==> src/verilog/disk_cmd_regs.svh <==
// command codes, field positions and result constants of the disk command decoder
// assumes inclusion by bare name from design files
`ifndef DISK_CMD_REGS_SVH
`define DISK_CMD_REGS_SVH
`define RSEEK_MASK 8'hbf
`define RSEEK_CODE 8'h8f
`define RID_MASK 8'hbf
`define RID_CODE 8'h0a
`define DUMP_CODE 8'h0e
`define LOCK_MASK 8'h7f
`define LOCK_CODE 8'h14
`define DIR_BIT 6
`define DENSITY_BIT 6
`define LOCK_BIT 7
`define HEAD_BIT 2
`define INVALID_STATUS 8'h80
// low five bits of the codes served by other units of the controller
`define FOREIGN_CODES_A 5'h02, 5'h03, 5'h04, 5'h05, 5'h06, 5'h07, 5'h08, 5'h09, 5'h0c
`define FOREIGN_CODES_B 5'h0d, 5'h0f, 5'h10, 5'h11, 5'h12, 5'h13, 5'h16, 5'h19, 5'h1d
`define LOCK_RES_LEN 4'h1
`define INVALID_RES_LEN 4'h1
`define RID_RES_LEN 4'h7
`define DUMP_RES_LEN 4'ha
`define RES_DEPTH 10
`define LOCK_RESET 1'b0
`define DSEL_RESET 4'h0
`endif

==> src/verilog/disk_cmd_pkg.sv <==
// types shared by the disk command decoder
// assumes no surroundings beyond the compiler
package disk_cmd_pkg;
  typedef enum logic [2:0] {
    ST_IDLE,
    ST_SEEK_DRV,
    ST_SEEK_CNT,
    ST_RID_DRV,
    ST_RID_WAIT,
    ST_RESULT
  } state_type;
endpackage : disk_cmd_pkg

==> src/verilog/disk_ctrl_cmd_decode.sv <==
// command decoder for relative seek, register dump, read id, lock and invalid codes
// assumes a byte-wide command/result channel and same-clock controller neighbours
//
// Function
// RULE1 - byte 1x001111 is relative seek, bit 6 direction, then drive and step bytes
// RULE2 - dump byte eight: lock, zero, internal selects, gap and write gate bits
// RULE3 - dump returns sector count when the last command was a format
// RULE4 - dump returns final sector number when last command was read or write
// RULE5 - internal select bits stay inside, never driven to drive select pins
// RULE6 - host keeps internal selects consistent with its digital output register
// RULE7 - read id captures first good id, returns status then cylinder head sector size
// RULE8 - undefined code: no operation, standby, single result byte 80h
// RULE9 - low seven bits 0010100 is lock, bit 7 is stored lock value
// RULE10 - lock result is stored lock in bit 4, zeros elsewhere
// RULE11 - dump returns ten bytes: four cylinders, timings, count, select, configure, precomp
`timescale 1ns/1ps
`include "disk_cmd_regs.svh"
module disk_ctrl_cmd_decode (
  input wire logic sys_clk, // controller clock
  input wire logic reset_n, // synchronous reset
  input wire logic clk_en, // freezes all state when low
  input wire logic cmd_valid, // command byte offered
  input wire logic [7:0] cmd_byte, // command byte
  output logic cmd_ready, // decoder takes a command byte
  output logic res_valid, // result byte present
  output logic [7:0] res_byte, // current result byte
  input wire logic res_read, // host pops the result byte
  input wire logic [7:0] present_cylinder_0, // drive 0 cylinder
  input wire logic [7:0] present_cylinder_1, // drive 1 cylinder
  input wire logic [7:0] present_cylinder_2, // drive 2 cylinder
  input wire logic [7:0] present_cylinder_3, // drive 3 cylinder
  input wire logic [3:0] step_rate_time, // specify field
  input wire logic [3:0] head_unload_time, // specify field
  input wire logic [6:0] head_load_time, // specify field
  input wire logic non_dma_flag, // specify field
  input wire logic [7:0] sector_count, // last format sector count
  input wire logic [7:0] final_sector_number, // last read/write final sector
  input wire logic format_done, // a format command was run
  input wire logic rw_done, // a read or write data command was run
  input wire logic gap_select, // gap select bit
  input wire logic write_gate_select, // write gate select bit
  input wire logic implied_seek_enable, // configure field
  input wire logic fifo_disable, // configure field
  input wire logic poll_disable, // configure field
  input wire logic [3:0] fifo_threshold, // configure field
  input wire logic [7:0] precomp_start_track, // configure field
  input wire logic id_found, // first correct id read
  input wire logic [7:0] id_status_0, // primary status after read id
  input wire logic [7:0] id_status_1, // second status byte
  input wire logic [7:0] id_status_2, // third status byte
  input wire logic [7:0] id_cylinder, // id cylinder
  input wire logic [7:0] id_head, // id head
  input wire logic [7:0] id_sector, // id sector
  input wire logic [7:0] id_size, // id size code
  output logic seek_start, // relative seek request pulse
  output logic seek_dir, // step direction
  output logic [1:0] seek_drive, // drive for seek
  output logic seek_head, // head select for seek
  output logic [7:0] seek_steps, // step count
  output logic read_id_start, // read id request pulse
  output logic [1:0] read_id_drive, // drive for read id
  output logic read_id_head, // head for read id
  output logic double_density_select, // read id density mode
  output logic standby_enter, // invalid code pulse
  output logic foreign_cmd, // code handled by other units
  output logic config_lock // stored lock bit
);
  import disk_cmd_pkg::*;
  function automatic logic is_foreign(input logic [7:0] b);
    case (b[4:0])
      `FOREIGN_CODES_A, `FOREIGN_CODES_B: is_foreign = 1'b1;
      default: is_foreign = 1'b0;
    endcase
  endfunction : is_foreign
  state_type state, next_state;
  logic [7:0] res_buf [`RES_DEPTH];
  logic [7:0] next_buf [`RES_DEPTH];
  logic [3:0] res_count, next_res_count, res_idx, next_res_idx;
  logic [3:0] dsel, next_dsel;
  logic last_fmt, next_last_fmt;
  logic rs_dir, next_rs_dir;
  logic next_res_valid, next_cmd_ready, next_lock;
  logic [7:0] next_res_byte, next_seek_steps;
  logic next_seek_start, next_seek_dir, next_seek_head, next_read_id_start;
  logic [1:0] next_seek_drive, next_read_id_drive;
  logic next_read_id_head, next_double_density_select, next_standby, next_foreign;
  logic take, pop;
  assign take = cmd_valid && cmd_ready;
  assign pop = res_valid && res_read;
  always_comb begin
    next_state = state;
    next_buf = res_buf;
    next_res_count = res_count;
    next_res_idx = res_idx;
    next_dsel = dsel;
    next_last_fmt = last_fmt;
    next_rs_dir = rs_dir;
    next_res_valid = res_valid;
    next_res_byte = res_byte;
    next_lock = config_lock;
    next_seek_start = 1'b0;
    next_seek_dir = seek_dir;
    next_seek_drive = seek_drive;
    next_seek_head = seek_head;
    next_seek_steps = seek_steps;
    next_read_id_start = 1'b0;
    next_read_id_drive = read_id_drive;
    next_read_id_head = read_id_head;
    next_double_density_select = double_density_select;
    next_standby = 1'b0;
    next_foreign = 1'b0;
    if (format_done) begin
      next_last_fmt = 1'b1; // see RULE3
    end else if (rw_done) begin
      next_last_fmt = 1'b0; // see RULE4
    end
    case (state)
      ST_IDLE: begin
        if (take) begin
          if ((cmd_byte & `RSEEK_MASK) == `RSEEK_CODE) begin
            next_rs_dir = cmd_byte[`DIR_BIT]; // see RULE1
            next_state = ST_SEEK_DRV;
          end else if ((cmd_byte & `LOCK_MASK) == `LOCK_CODE) begin
            next_lock = cmd_byte[`LOCK_BIT]; // see RULE9
            next_buf[0] = {3'h0, cmd_byte[`LOCK_BIT], 4'h0}; // see RULE10
            next_res_count = `LOCK_RES_LEN;
            next_state = ST_RESULT;
          end else if (cmd_byte == `DUMP_CODE) begin
            next_buf[0] = present_cylinder_0; // see RULE11
            next_buf[1] = present_cylinder_1;
            next_buf[2] = present_cylinder_2;
            next_buf[3] = present_cylinder_3;
            next_buf[4] = {step_rate_time, head_unload_time};
            next_buf[5] = {head_load_time, non_dma_flag};
            next_buf[6] = last_fmt ? sector_count : final_sector_number; // see RULE3 see RULE4
            next_buf[7] = {config_lock, 1'b0, dsel, gap_select, write_gate_select}; // see RULE2
            next_buf[8] = {1'b0, implied_seek_enable, fifo_disable, poll_disable, fifo_threshold};
            next_buf[9] = precomp_start_track;
            next_res_count = `DUMP_RES_LEN;
            next_state = ST_RESULT;
          end else if ((cmd_byte & `RID_MASK) == `RID_CODE) begin
            next_double_density_select = cmd_byte[`DENSITY_BIT];
            next_state = ST_RID_DRV;
          end else if (is_foreign(cmd_byte)) begin
            next_foreign = 1'b1;
          end else begin
            next_standby = 1'b1; // see RULE8
            next_buf[0] = `INVALID_STATUS;
            next_res_count = `INVALID_RES_LEN;
            next_state = ST_RESULT;
          end
          if (next_state == ST_RESULT) begin
            next_res_idx = 4'h0;
            next_res_valid = 1'b1;
            next_res_byte = next_buf[0];
          end
        end
      end
      ST_SEEK_DRV: begin
        if (take) begin
          next_seek_drive = cmd_byte[1:0];
          next_seek_head = cmd_byte[`HEAD_BIT];
          next_dsel = 4'h1 << cmd_byte[1:0]; // see RULE5
          next_state = ST_SEEK_CNT;
        end
      end
      ST_SEEK_CNT: begin
        if (take) begin
          next_seek_steps = cmd_byte; // see RULE1
          next_seek_dir = rs_dir;
          next_seek_start = 1'b1;
          next_state = ST_IDLE;
        end
      end
      ST_RID_DRV: begin
        if (take) begin
          next_read_id_drive = cmd_byte[1:0];
          next_read_id_head = cmd_byte[`HEAD_BIT];
          next_dsel = 4'h1 << cmd_byte[1:0]; // see RULE5
          next_read_id_start = 1'b1;
          next_state = ST_RID_WAIT;
        end
      end
      ST_RID_WAIT: begin
        if (id_found) begin
          next_buf[0] = id_status_0; // see RULE7
          next_buf[1] = id_status_1;
          next_buf[2] = id_status_2;
          next_buf[3] = id_cylinder;
          next_buf[4] = id_head;
          next_buf[5] = id_sector;
          next_buf[6] = id_size;
          next_res_count = `RID_RES_LEN;
          next_res_idx = 4'h0;
          next_res_valid = 1'b1;
          next_res_byte = id_status_0;
          next_state = ST_RESULT;
        end
      end
      ST_RESULT: begin
        if (pop) begin
          if (res_idx == res_count - 4'h1) begin
            next_res_valid = 1'b0;
            next_state = ST_IDLE;
          end else begin
            next_res_idx = res_idx + 4'h1;
            next_res_byte = res_buf[res_idx + 4'h1];
          end
        end
      end
      default: next_state = ST_IDLE;
    endcase
    next_cmd_ready = (next_state == ST_IDLE) || (next_state == ST_SEEK_DRV) ||
                     (next_state == ST_SEEK_CNT) || (next_state == ST_RID_DRV);
  end

  always_ff @(posedge sys_clk) begin
    if (!reset_n) begin
      state <= ST_IDLE;
      for (int i = 0; i < `RES_DEPTH; i++) begin
        res_buf[i] <= 8'h00;
      end
      res_count <= 4'h0;
      res_idx <= 4'h0;
      dsel <= `DSEL_RESET;
      last_fmt <= 1'b0;
      rs_dir <= 1'b0;
      res_valid <= 1'b0;
      res_byte <= 8'h00;
      cmd_ready <= 1'b1;
      config_lock <= `LOCK_RESET;
      seek_start <= 1'b0;
      seek_dir <= 1'b0;
      seek_drive <= 2'h0;
      seek_head <= 1'b0;
      seek_steps <= 8'h00;
      read_id_start <= 1'b0;
      read_id_drive <= 2'h0;
      read_id_head <= 1'b0;
      double_density_select <= 1'b0;
      standby_enter <= 1'b0;
      foreign_cmd <= 1'b0;
    end else if (clk_en) begin
      state <= next_state;
      res_buf <= next_buf;
      res_count <= next_res_count;
      res_idx <= next_res_idx;
      dsel <= next_dsel;
      last_fmt <= next_last_fmt;
      rs_dir <= next_rs_dir;
      res_valid <= next_res_valid;
      res_byte <= next_res_byte;
      cmd_ready <= next_cmd_ready;
      config_lock <= next_lock;
      seek_start <= next_seek_start;
      seek_dir <= next_seek_dir;
      seek_drive <= next_seek_drive;
      seek_head <= next_seek_head;
      seek_steps <= next_seek_steps;
      read_id_start <= next_read_id_start;
      read_id_drive <= next_read_id_drive;
      read_id_head <= next_read_id_head;
      double_density_select <= next_double_density_select;
      standby_enter <= next_standby;
      foreign_cmd <= next_foreign;
    end
  end
endmodule : disk_ctrl_cmd_decode
==> config.mk <==
export PLATFORM = sky130hd
export DESIGN_NAME = disk_ctrl_cmd_decode
export DESIGN_NICKNAME = d
export VERILOG_FILES = /design/src/verilog/disk_cmd_pkg.sv /design/src/verilog/disk_ctrl_cmd_decode.sv
export VERILOG_INCLUDE_DIRS = /design/src /design/src/verilog
export SDC_FILE = /design/constraint.sdc
export NUM_CORES = 1
export LEC_CHECK = 0
export ABC_AREA = 1
export BUFFER_PORTS_ARGS = -buffer_cell sky130_fd_sc_hd__buf_2
export CAP_MARGIN = 5
export CELL_PAD_IN_SITES_DETAIL_PLACEMENT = 1
export CELL_PAD_IN_SITES_GLOBAL_PLACEMENT = 1
export CORE_MARGIN = 1.5
export CORE_UTILIZATION = 36
export DETAILED_ROUTE_END_ITERATION = 8
export PLACE_DENSITY_LB_ADDON = 0.08
export SYNTH_ARGS = -nofsm -noshare
export SYNTH_HDL_FRONTEND = slang
export SYNTH_SLANG_ARGS = --single-unit
==> constraint.sdc <==
create_clock -name sys_clk -period 2.2 [get_ports sys_clk]
set_input_delay 0.11 -clock sys_clk [delete_from_list [all_inputs] [get_ports sys_clk]]
set_output_delay 0.11 -clock sys_clk [all_outputs]
set_load 0.1 [all_outputs]
==> key figures, run 1 <==
Critical path
  – Cell mode on critical path: inv_2
  – CP bufs+invs: 5
  – Crit path launch type: flip-flop
  – Worst Setup End Kind: flip-flop
  – Crit-path cells: inv_2 -> nand2_4 -> nor2_4 -> inv_2 -> nand2_1 -> inv_2 -> nand2_1 -> inv_2 -> buf_12 -> nand2_1 -> a21oi_1
  – Critical path arrival: about 2.4 ns
  – CP required: 2.55 ns
  – Worst path slowest cell: dfxtp_1
  – CP Class: reg -> reg
  – CP max stage delay: 0.49 ns
  – Worst Path Max Fanout: 48
  – Crit-path leading delay family: buffers and inverters

GRT
  – GRT Total Usage: 29.0%
  – First-pass GRT wire length: 42100 um
  – Largest net degree at the start of global routing: 53
  – Number of global-route vias before repair: 7970
  – Congestion Overflow GR: 0
  – Initial antenna violation count: 1

STA
  – RSZ-0062 raised after global routing: false
  – Final Setup Violations: 0
  – Total Neg Setup Slack: 0 ns
  – Period utilization: around 94%
  – Clock skew: 0.00951 ns
  – Min Tclk post-route: 2.06 ns
  – Final Max Tran Viols: 0
  – Actual slew at the worst max-slew pin: 0.624 ns
  – Setup ws final: 0.141 ns
  – Final Hold Fails: 0
  – Relative slew slack: 58.3%
  – Fmax: 486 MHz
  – Hold slack: 0.0156 ns

CTS
  – H-tree depth: 4
  – Clk_lat worst skew: 0.43 ns
  – TritonCTS buffer count: 17
  – Root buffer cell: clkbuf_16
  – Max clock buf depth: 2
  – Clk sinks: 126
  – CTS tree: built
  – CTS clk-pin slew, worst paths: 0.06 ns

Synthesis
  – Synth area leaders: dfxtp_1, nand2_1, a21oi_1
  – Post-synthesis instance area: 6520 sq um
  – Largest area contributor in the netlist: dfxtp_1
  – Register area share after synthesis: 38.7%
  – Syn Area/Cell: 6.60 sq um
  – Dominant cell by count in the synthesized netlist: nand2_1
  – Syn Inst Count: slightly below 1000
  – Synth async-reset ratio: 0%
  – Top-area cell type share of the netlist area: 38.7%
  – Net Count, Synth: 1142
  – Flop and latch count out of synthesis: 126
  – Most instantiated cells after synthesis: nand2_1, a21oi_1, o21ai_0, dfxtp_1, nor2_1
  – Main flop type after synthesis: dfxtp_1
  – Post-synth EDFFs: 0
  – Synth warn: 0
  – Synth cell types: 36

Drt
  – Wire per inst: about 18 um
  – ANT nets after route: 0
  – Vias per inst: about 5.2
  – DR DRC count: 0
  – DR pass1 iterations: 5
  – DR iter-0 viols: 496
  – Final wirelength: 27000 um
  – DR vias: 7854

Floorplanning
  – Io pins: about 180
  – Total Die Area: 18900 sq um
  – Core area: 17800 sq um
  – Initial Util: 36.5%
  – Die Y: 138 um
  – Cell row count: 49
  – Die X: 138 um

Hold path
  – Worst Hold Class: in -> reg

Final layout
  – NumNets Final: 1422
  – Fraction of layout cells with a size suffix above 1: between 20% and 30%
  – Synth-to-Final Area Change: 43.4%

Place
  – Buffers on Ports: ~180
  – Pre-CTS setup slack: 0.0818 ns
  – Detail Placement HPWL: 17100 um
  – Placer Congestion: 0.842

Flow run
  – Max Cap Viol: 0

Power and ir drop
  – Pleak: 0.00422 uW
  – Worst vdd ir: ~0.00066 V
  – Pwr/cell area: between 600 and 700 nW/um^2

Status
  – Outcome: finished, final reports clean
[area by class of cell]
cell class              instances  area, sq um
well taps                     229          287
flip-flops and latches        126         2520
multi-input cells             733         3440
fillers                      2341         8500
clock buffers                  19          443
repair buffers                318         2270
inverters                      71          267
clock inverters                13          106
diodes                          1         2.50
[metrics by stage]
| stage | cells | power, uW | utilization, % | instance area (sq um) |
|---|---|---|---|---|
| after CTS | 1507 | 6190 | 52.2 | 9320 |
| after global placement | 1367 | 3400 | 43.1 | 7680 |
| after detailed placement | 1367 | 3410 | 43.1 | 7680 |
| final | 1510 | 6200 | 52.4 | 9350 |
| after global routing | 1510 | 6440 | 52.4 | 9350 |
| after floorplan | 987 | 3050 | - | 6520 |
[cells in the final DEF (no fill, tap or decap), types with 4 or more instances in the layout]
| master | synthesis | final |
|---|---|---|
| buf_12 | 0 | 6 |
| o21ai_0 | 142 | 142 |
| dlygate4sd3_1 | 0 | 108 |
| inv_2 | 11 | 11 |
| nand3_1 | 27 | 27 |
| clkbuf_16 | 0 | 17 |
| mux2_2 | 8 | 8 |
| nor2_4 | 3 | 4 |
| dfxtp_1 | 126 | 125 |
| inv_1 | 60 | 60 |
| inv_6 | 0 | 4 |
| buf_4 | 6 | 21 |
| a21oi_1 | 165 | 165 |
| nand2_1 | 228 | 228 |
| nor2_1 | 105 | 105 |
| buf_2 | 18 | 183 |
| o21ai_1 | 10 | 10 |
| a31oi_1 | 7 | 7 |
| clkinv_4 | 0 | 5 |
| nand4_1 | 12 | 12 |
[routing by layer]
| layer | up-vias | routed length [um] | GRT usage (%) |
|---|---|---|---|
| met5 | - | 0 | 0 |
| met4 | 0 | 550 | 9.18 |
| met3 | 44 | 1210 | 4.78 |
| met2 | 222 | 12900 | 48.1 |
| met1 | 3733 | 12300 | 38.4 |
| li1 | 3855 | - | - |
[flip-flops by register name (all words and copies together) (netlist names), 2 cells and up]
register / flops
res_byte: 8
seek_steps: 8
res_idx: 4
read_id_drive: 2
state: 3
res_buf: 78
seek_drive: 2
res_count: 4
dsel: 4
[logic make-up (layout without fill, tap and decap cells)]
group / after synthesis / in the layout / synth area share (%)
AO/OA/AOI/OAI: 335 / 335 / 26.5
XOR/XNOR: 1 / 1 / 0.250
adder cells (fa/ha/maj): 2 / 2 / 0.384
buffers and inverters: 128 / 421 / 8.66
flip-flops: 126 / 126 / 38.7
multiplexers: 8 / 8 / 1.38
other: 0 / 1 / 0
AND/OR/NAND/NOR: 387 / 387 / 24.2
[what timing repair did]
action,CTS,global route
hold buffers,108,0
buffers inserted,0,2
endpoints found under the setup margin,0,11
hold endpoints to repair,68,0
gates resized for setup,0,0
[worst paths after layout]
kind / depth (start not counted) / end / slack [ns] / from
min: 3 / dsel[3] / 0.02 / cmd_byte[0]
min reg2reg: 2 / res_buf[8] / 0.45 / res_buf[8]
max reg2reg: 11 / res_buf[65] / 0.14 / state[1]
max: 11 / res_buf[65] / 0.14 / state[1]
[worst min-delay path, stage by stage]
cell and delay (ns):
buf_2 0.14, nand2_1 0.09, a21oi_1 0.06
[where the power goes]
group	internal (uW)	total (uW)	switching (uW)
clock network	1490	2640	1160
registers	2360	2440	73.6
logic	433	1120	683
Power figures use the tool's default switching activity.
==> inputs of run 2 (changes only) <==
Settings changed: CORE_UTILIZATION 36 to 35.
==> run 2 against run 1 <==
  * The run now ends with DRC left
  * Register-to-register slack improved by 0.07 ns
  * Die area is 2.8% higher
  * Clock power up 7%
  * Non-clock buffer count up 1
  * Design area increased by 0.84%
  * Total power grew 2.9%
  * Clock-buffer cell count up 3
  * Utilization down 0.27 points
  * Combinational power hardly changed
  * Critical endpoint is now res_idx[2]
  * Largest power group unchanged
==> key figures, run 2 (synthesis results as in run 1) <==
Drt
  – DR DRC count: 10
  – DR pass1 iterations: 7
  – Wire per inst: 17.7 um
  – Vias per inst: a little over 5
  – DR iter-0 viols: 330
  – DR vias: 7743
  – Final wirelength: ~27000 um
  – ANT nets after route: 0

Critical path
  – Capturing point of the worst reg2reg path: res_idx[2]
  – Worst Setup End Kind: flip-flop
  – Reg2reg path depth: 12
  – CP Class: reg -> reg
  – Critical path arrival: roughly 2.3 ns
  – Worst reg2reg path startpoint: res_idx[0]
  – CP required: 2.51 ns
  – Crit path launch type: flip-flop
  – Register-to-Register Setup Slack: 0.21 ns
  – Worst Path Max Fanout: 38

Floorplanning
  – Core area: 18100 sq um
  – Die Y: 139 um
  – Cell row count: 49
  – Die X: about 140 um
  – Initial Util: 36.0%
  – Io pins: 184
  – Total Die Area: 19400 sq um

Final layout
  – Largest register FFs: 78
  – Number of diodes: 0
  – Synth-to-Final Area Change: 44.6%
  – Most flops, register: res_buf
  – Area of the multi-input gates: about 3400 sq um
  – Fillers: ~2400
  – Top Registers: res_buf: 78 flops, res_byte: 8 flops, seek_steps: 8 flops
  – Fraction of layout cells with a size suffix above 1: between 20% and 30%
  – Sequential Area: 2520 sq um
  – NumNets Final: 1423
  – Commonest non-fill, non-tap cell in the layout: nand2_1
  – Most frequent cells in the layout: nand2_1, buf_2, a21oi_1

Place
  – Buffers on Ports: 183
  – Pre-CTS setup slack: approximately 0.23 ns
  – Detail Placement HPWL: 17700 um
  – Placer Congestion: 0.868

Power and ir drop
  – Worst vdd ir: 0.000552 V
  – Pleak: about 0.0043 uW
  – Pwr/cell area: slightly below 700 nW/um^2

GRT
  – Largest net degree at the start of global routing: 47
  – Congestion Overflow GR: 0
  – First-pass GRT wire length: 42500 um
  – Number of global-route vias before repair: 8004
  – Initial antenna violation count: 0
  – GRT Total Usage: about 28%

Status
  – Failing checks: DRC
  – Outcome: complete, but fails checks

CTS
  – CTS clk-pin slew, worst paths: 0.06 ns
  – TritonCTS buffer count: 17
  – CTS tree: built
  – H-tree depth: 4
  – Root buffer cell: clkbuf_16
  – Clk sinks: 126
  – Clk_lat worst skew: 0.43 ns
  – Max clock buf depth: 2

STA
  – Final Setup Violations: 0
  – Total Neg Setup Slack: 0 ns
  – Setup ws final: 0.206 ns
  – RSZ-0062 raised after global routing: false
  – Final Max Tran Viols: 0
  – Relative slew slack: 53.1%
  – Min Tclk post-route: 1.99 ns
  – Period utilization: between 90% and 100%
  – Actual slew at the worst max-slew pin: 0.703 ns
  – Fmax: between 500 and 600 MHz
  – Clock skew: 0.00537 ns
  – Final Hold Fails: 0

Hold path
  – Start point of the worst min-delay path: id_head[7]
  – Worst Hold Class: in -> reg
  – Worst hold stages: 3
  – Worst Hold Path EP: res_buf[47]

Flow run
  – Max Cap Viol: 0
[run 2: cell types whose count changed in the layout (fill, tap and decap cells not counted), moves of 2 or more]
| cell | previous run | this run |
|---|---|---|
| clkinv_4 | 5 | 1 |
| dlygate4sd3_1 | 108 | 104 |
| inv_6 | 4 | 1 |
| buf_12 | 6 | 8 |
| buf_4 | 21 | 23 |
| bufinv_16 | 0 | 2 |
| clkbuf_8 | 1 | 3 |
[run 2: per-stage QoR]
stage                     cell area, sq um  total power (uW)  instances  utilization, %  hold WS (ns)
after floorplan                       6520              3050        987               -         0.253
after global placement                7770              3420       1373            42.9         0.367
after detailed placement              7770              3430       1373            42.9         0.373
after CTS                             9390              6390       1508            51.9      0.000672
after global routing                  9420              6620       1509            52.1        0.0239
final                                 9420              6380       1509            52.1       0.00869
[run 2: worst max-delay path by stage]
stage	start	depth (start not counted)	end
floorplan	cmd_ready	8	seek_drive[0]
global placement	res_idx[0]	11	res_byte[1]
detailed placement	res_idx[0]	12	res_byte[3]
CTS	res_idx[0]	12	res_idx[2]
global route	res_idx[1]	12	res_byte[1]
finish	res_idx[0]	12	res_idx[2]
[run 2: critical path, stage by stage (launching register included)]
cell and delay (ns):
dfxtp_2 0.43, buf_12 0.20, inv_1 0.09, buf_12 0.17
nand2_1 0.08, nand2_1 0.05, nor2_1 0.15, nand4_1 0.12
nand2_1 0.12, nor2_4 0.07, buf_4 0.16, o21ai_0 0.16
nor2_1 0.07
[run 2: where the power goes]
part	switching [uW]	internal [uW]	total (uW)	leakage [uW]
Sequential	68.4	2360	2430	0.00102
Clock	1080	1750	2830	0.000279
Combinational	689	433	1120	0.00297
Total	1830	4550	6380	0.00427
[run 2: repair_timing]
item | in CTS | in global routing
gates resized for setup | 0 | 2
hold endpoints to repair | 65 | 0
hold buffers | 104 | 0
buffers inserted | 0 | 0
setup endpoints to repair | 0 | 3
[run 2: final cells by class]
| type | count | area share [%] |
|---|---|---|
| well taps | 229 | 3.04 |
| multi-input cells | 733 | 36.6 |
| clock inverters | 9 | 1.17 |
| clock buffers | 22 | 5.03 |
| inverters | 71 | 2.83 |
| repair buffers | 319 | 24.6 |
| flip-flops and latches | 126 | 26.8 |
[run 2: routing by layer]
layer	GRT usage, %	vias to the layer above	part of all wire, %
li1	-	3849	-
met1	36.4	3671	46
met2	46.5	180	48
met3	4.23	43	3.7
met4	9.07	0	2.0
met5	0	-	0
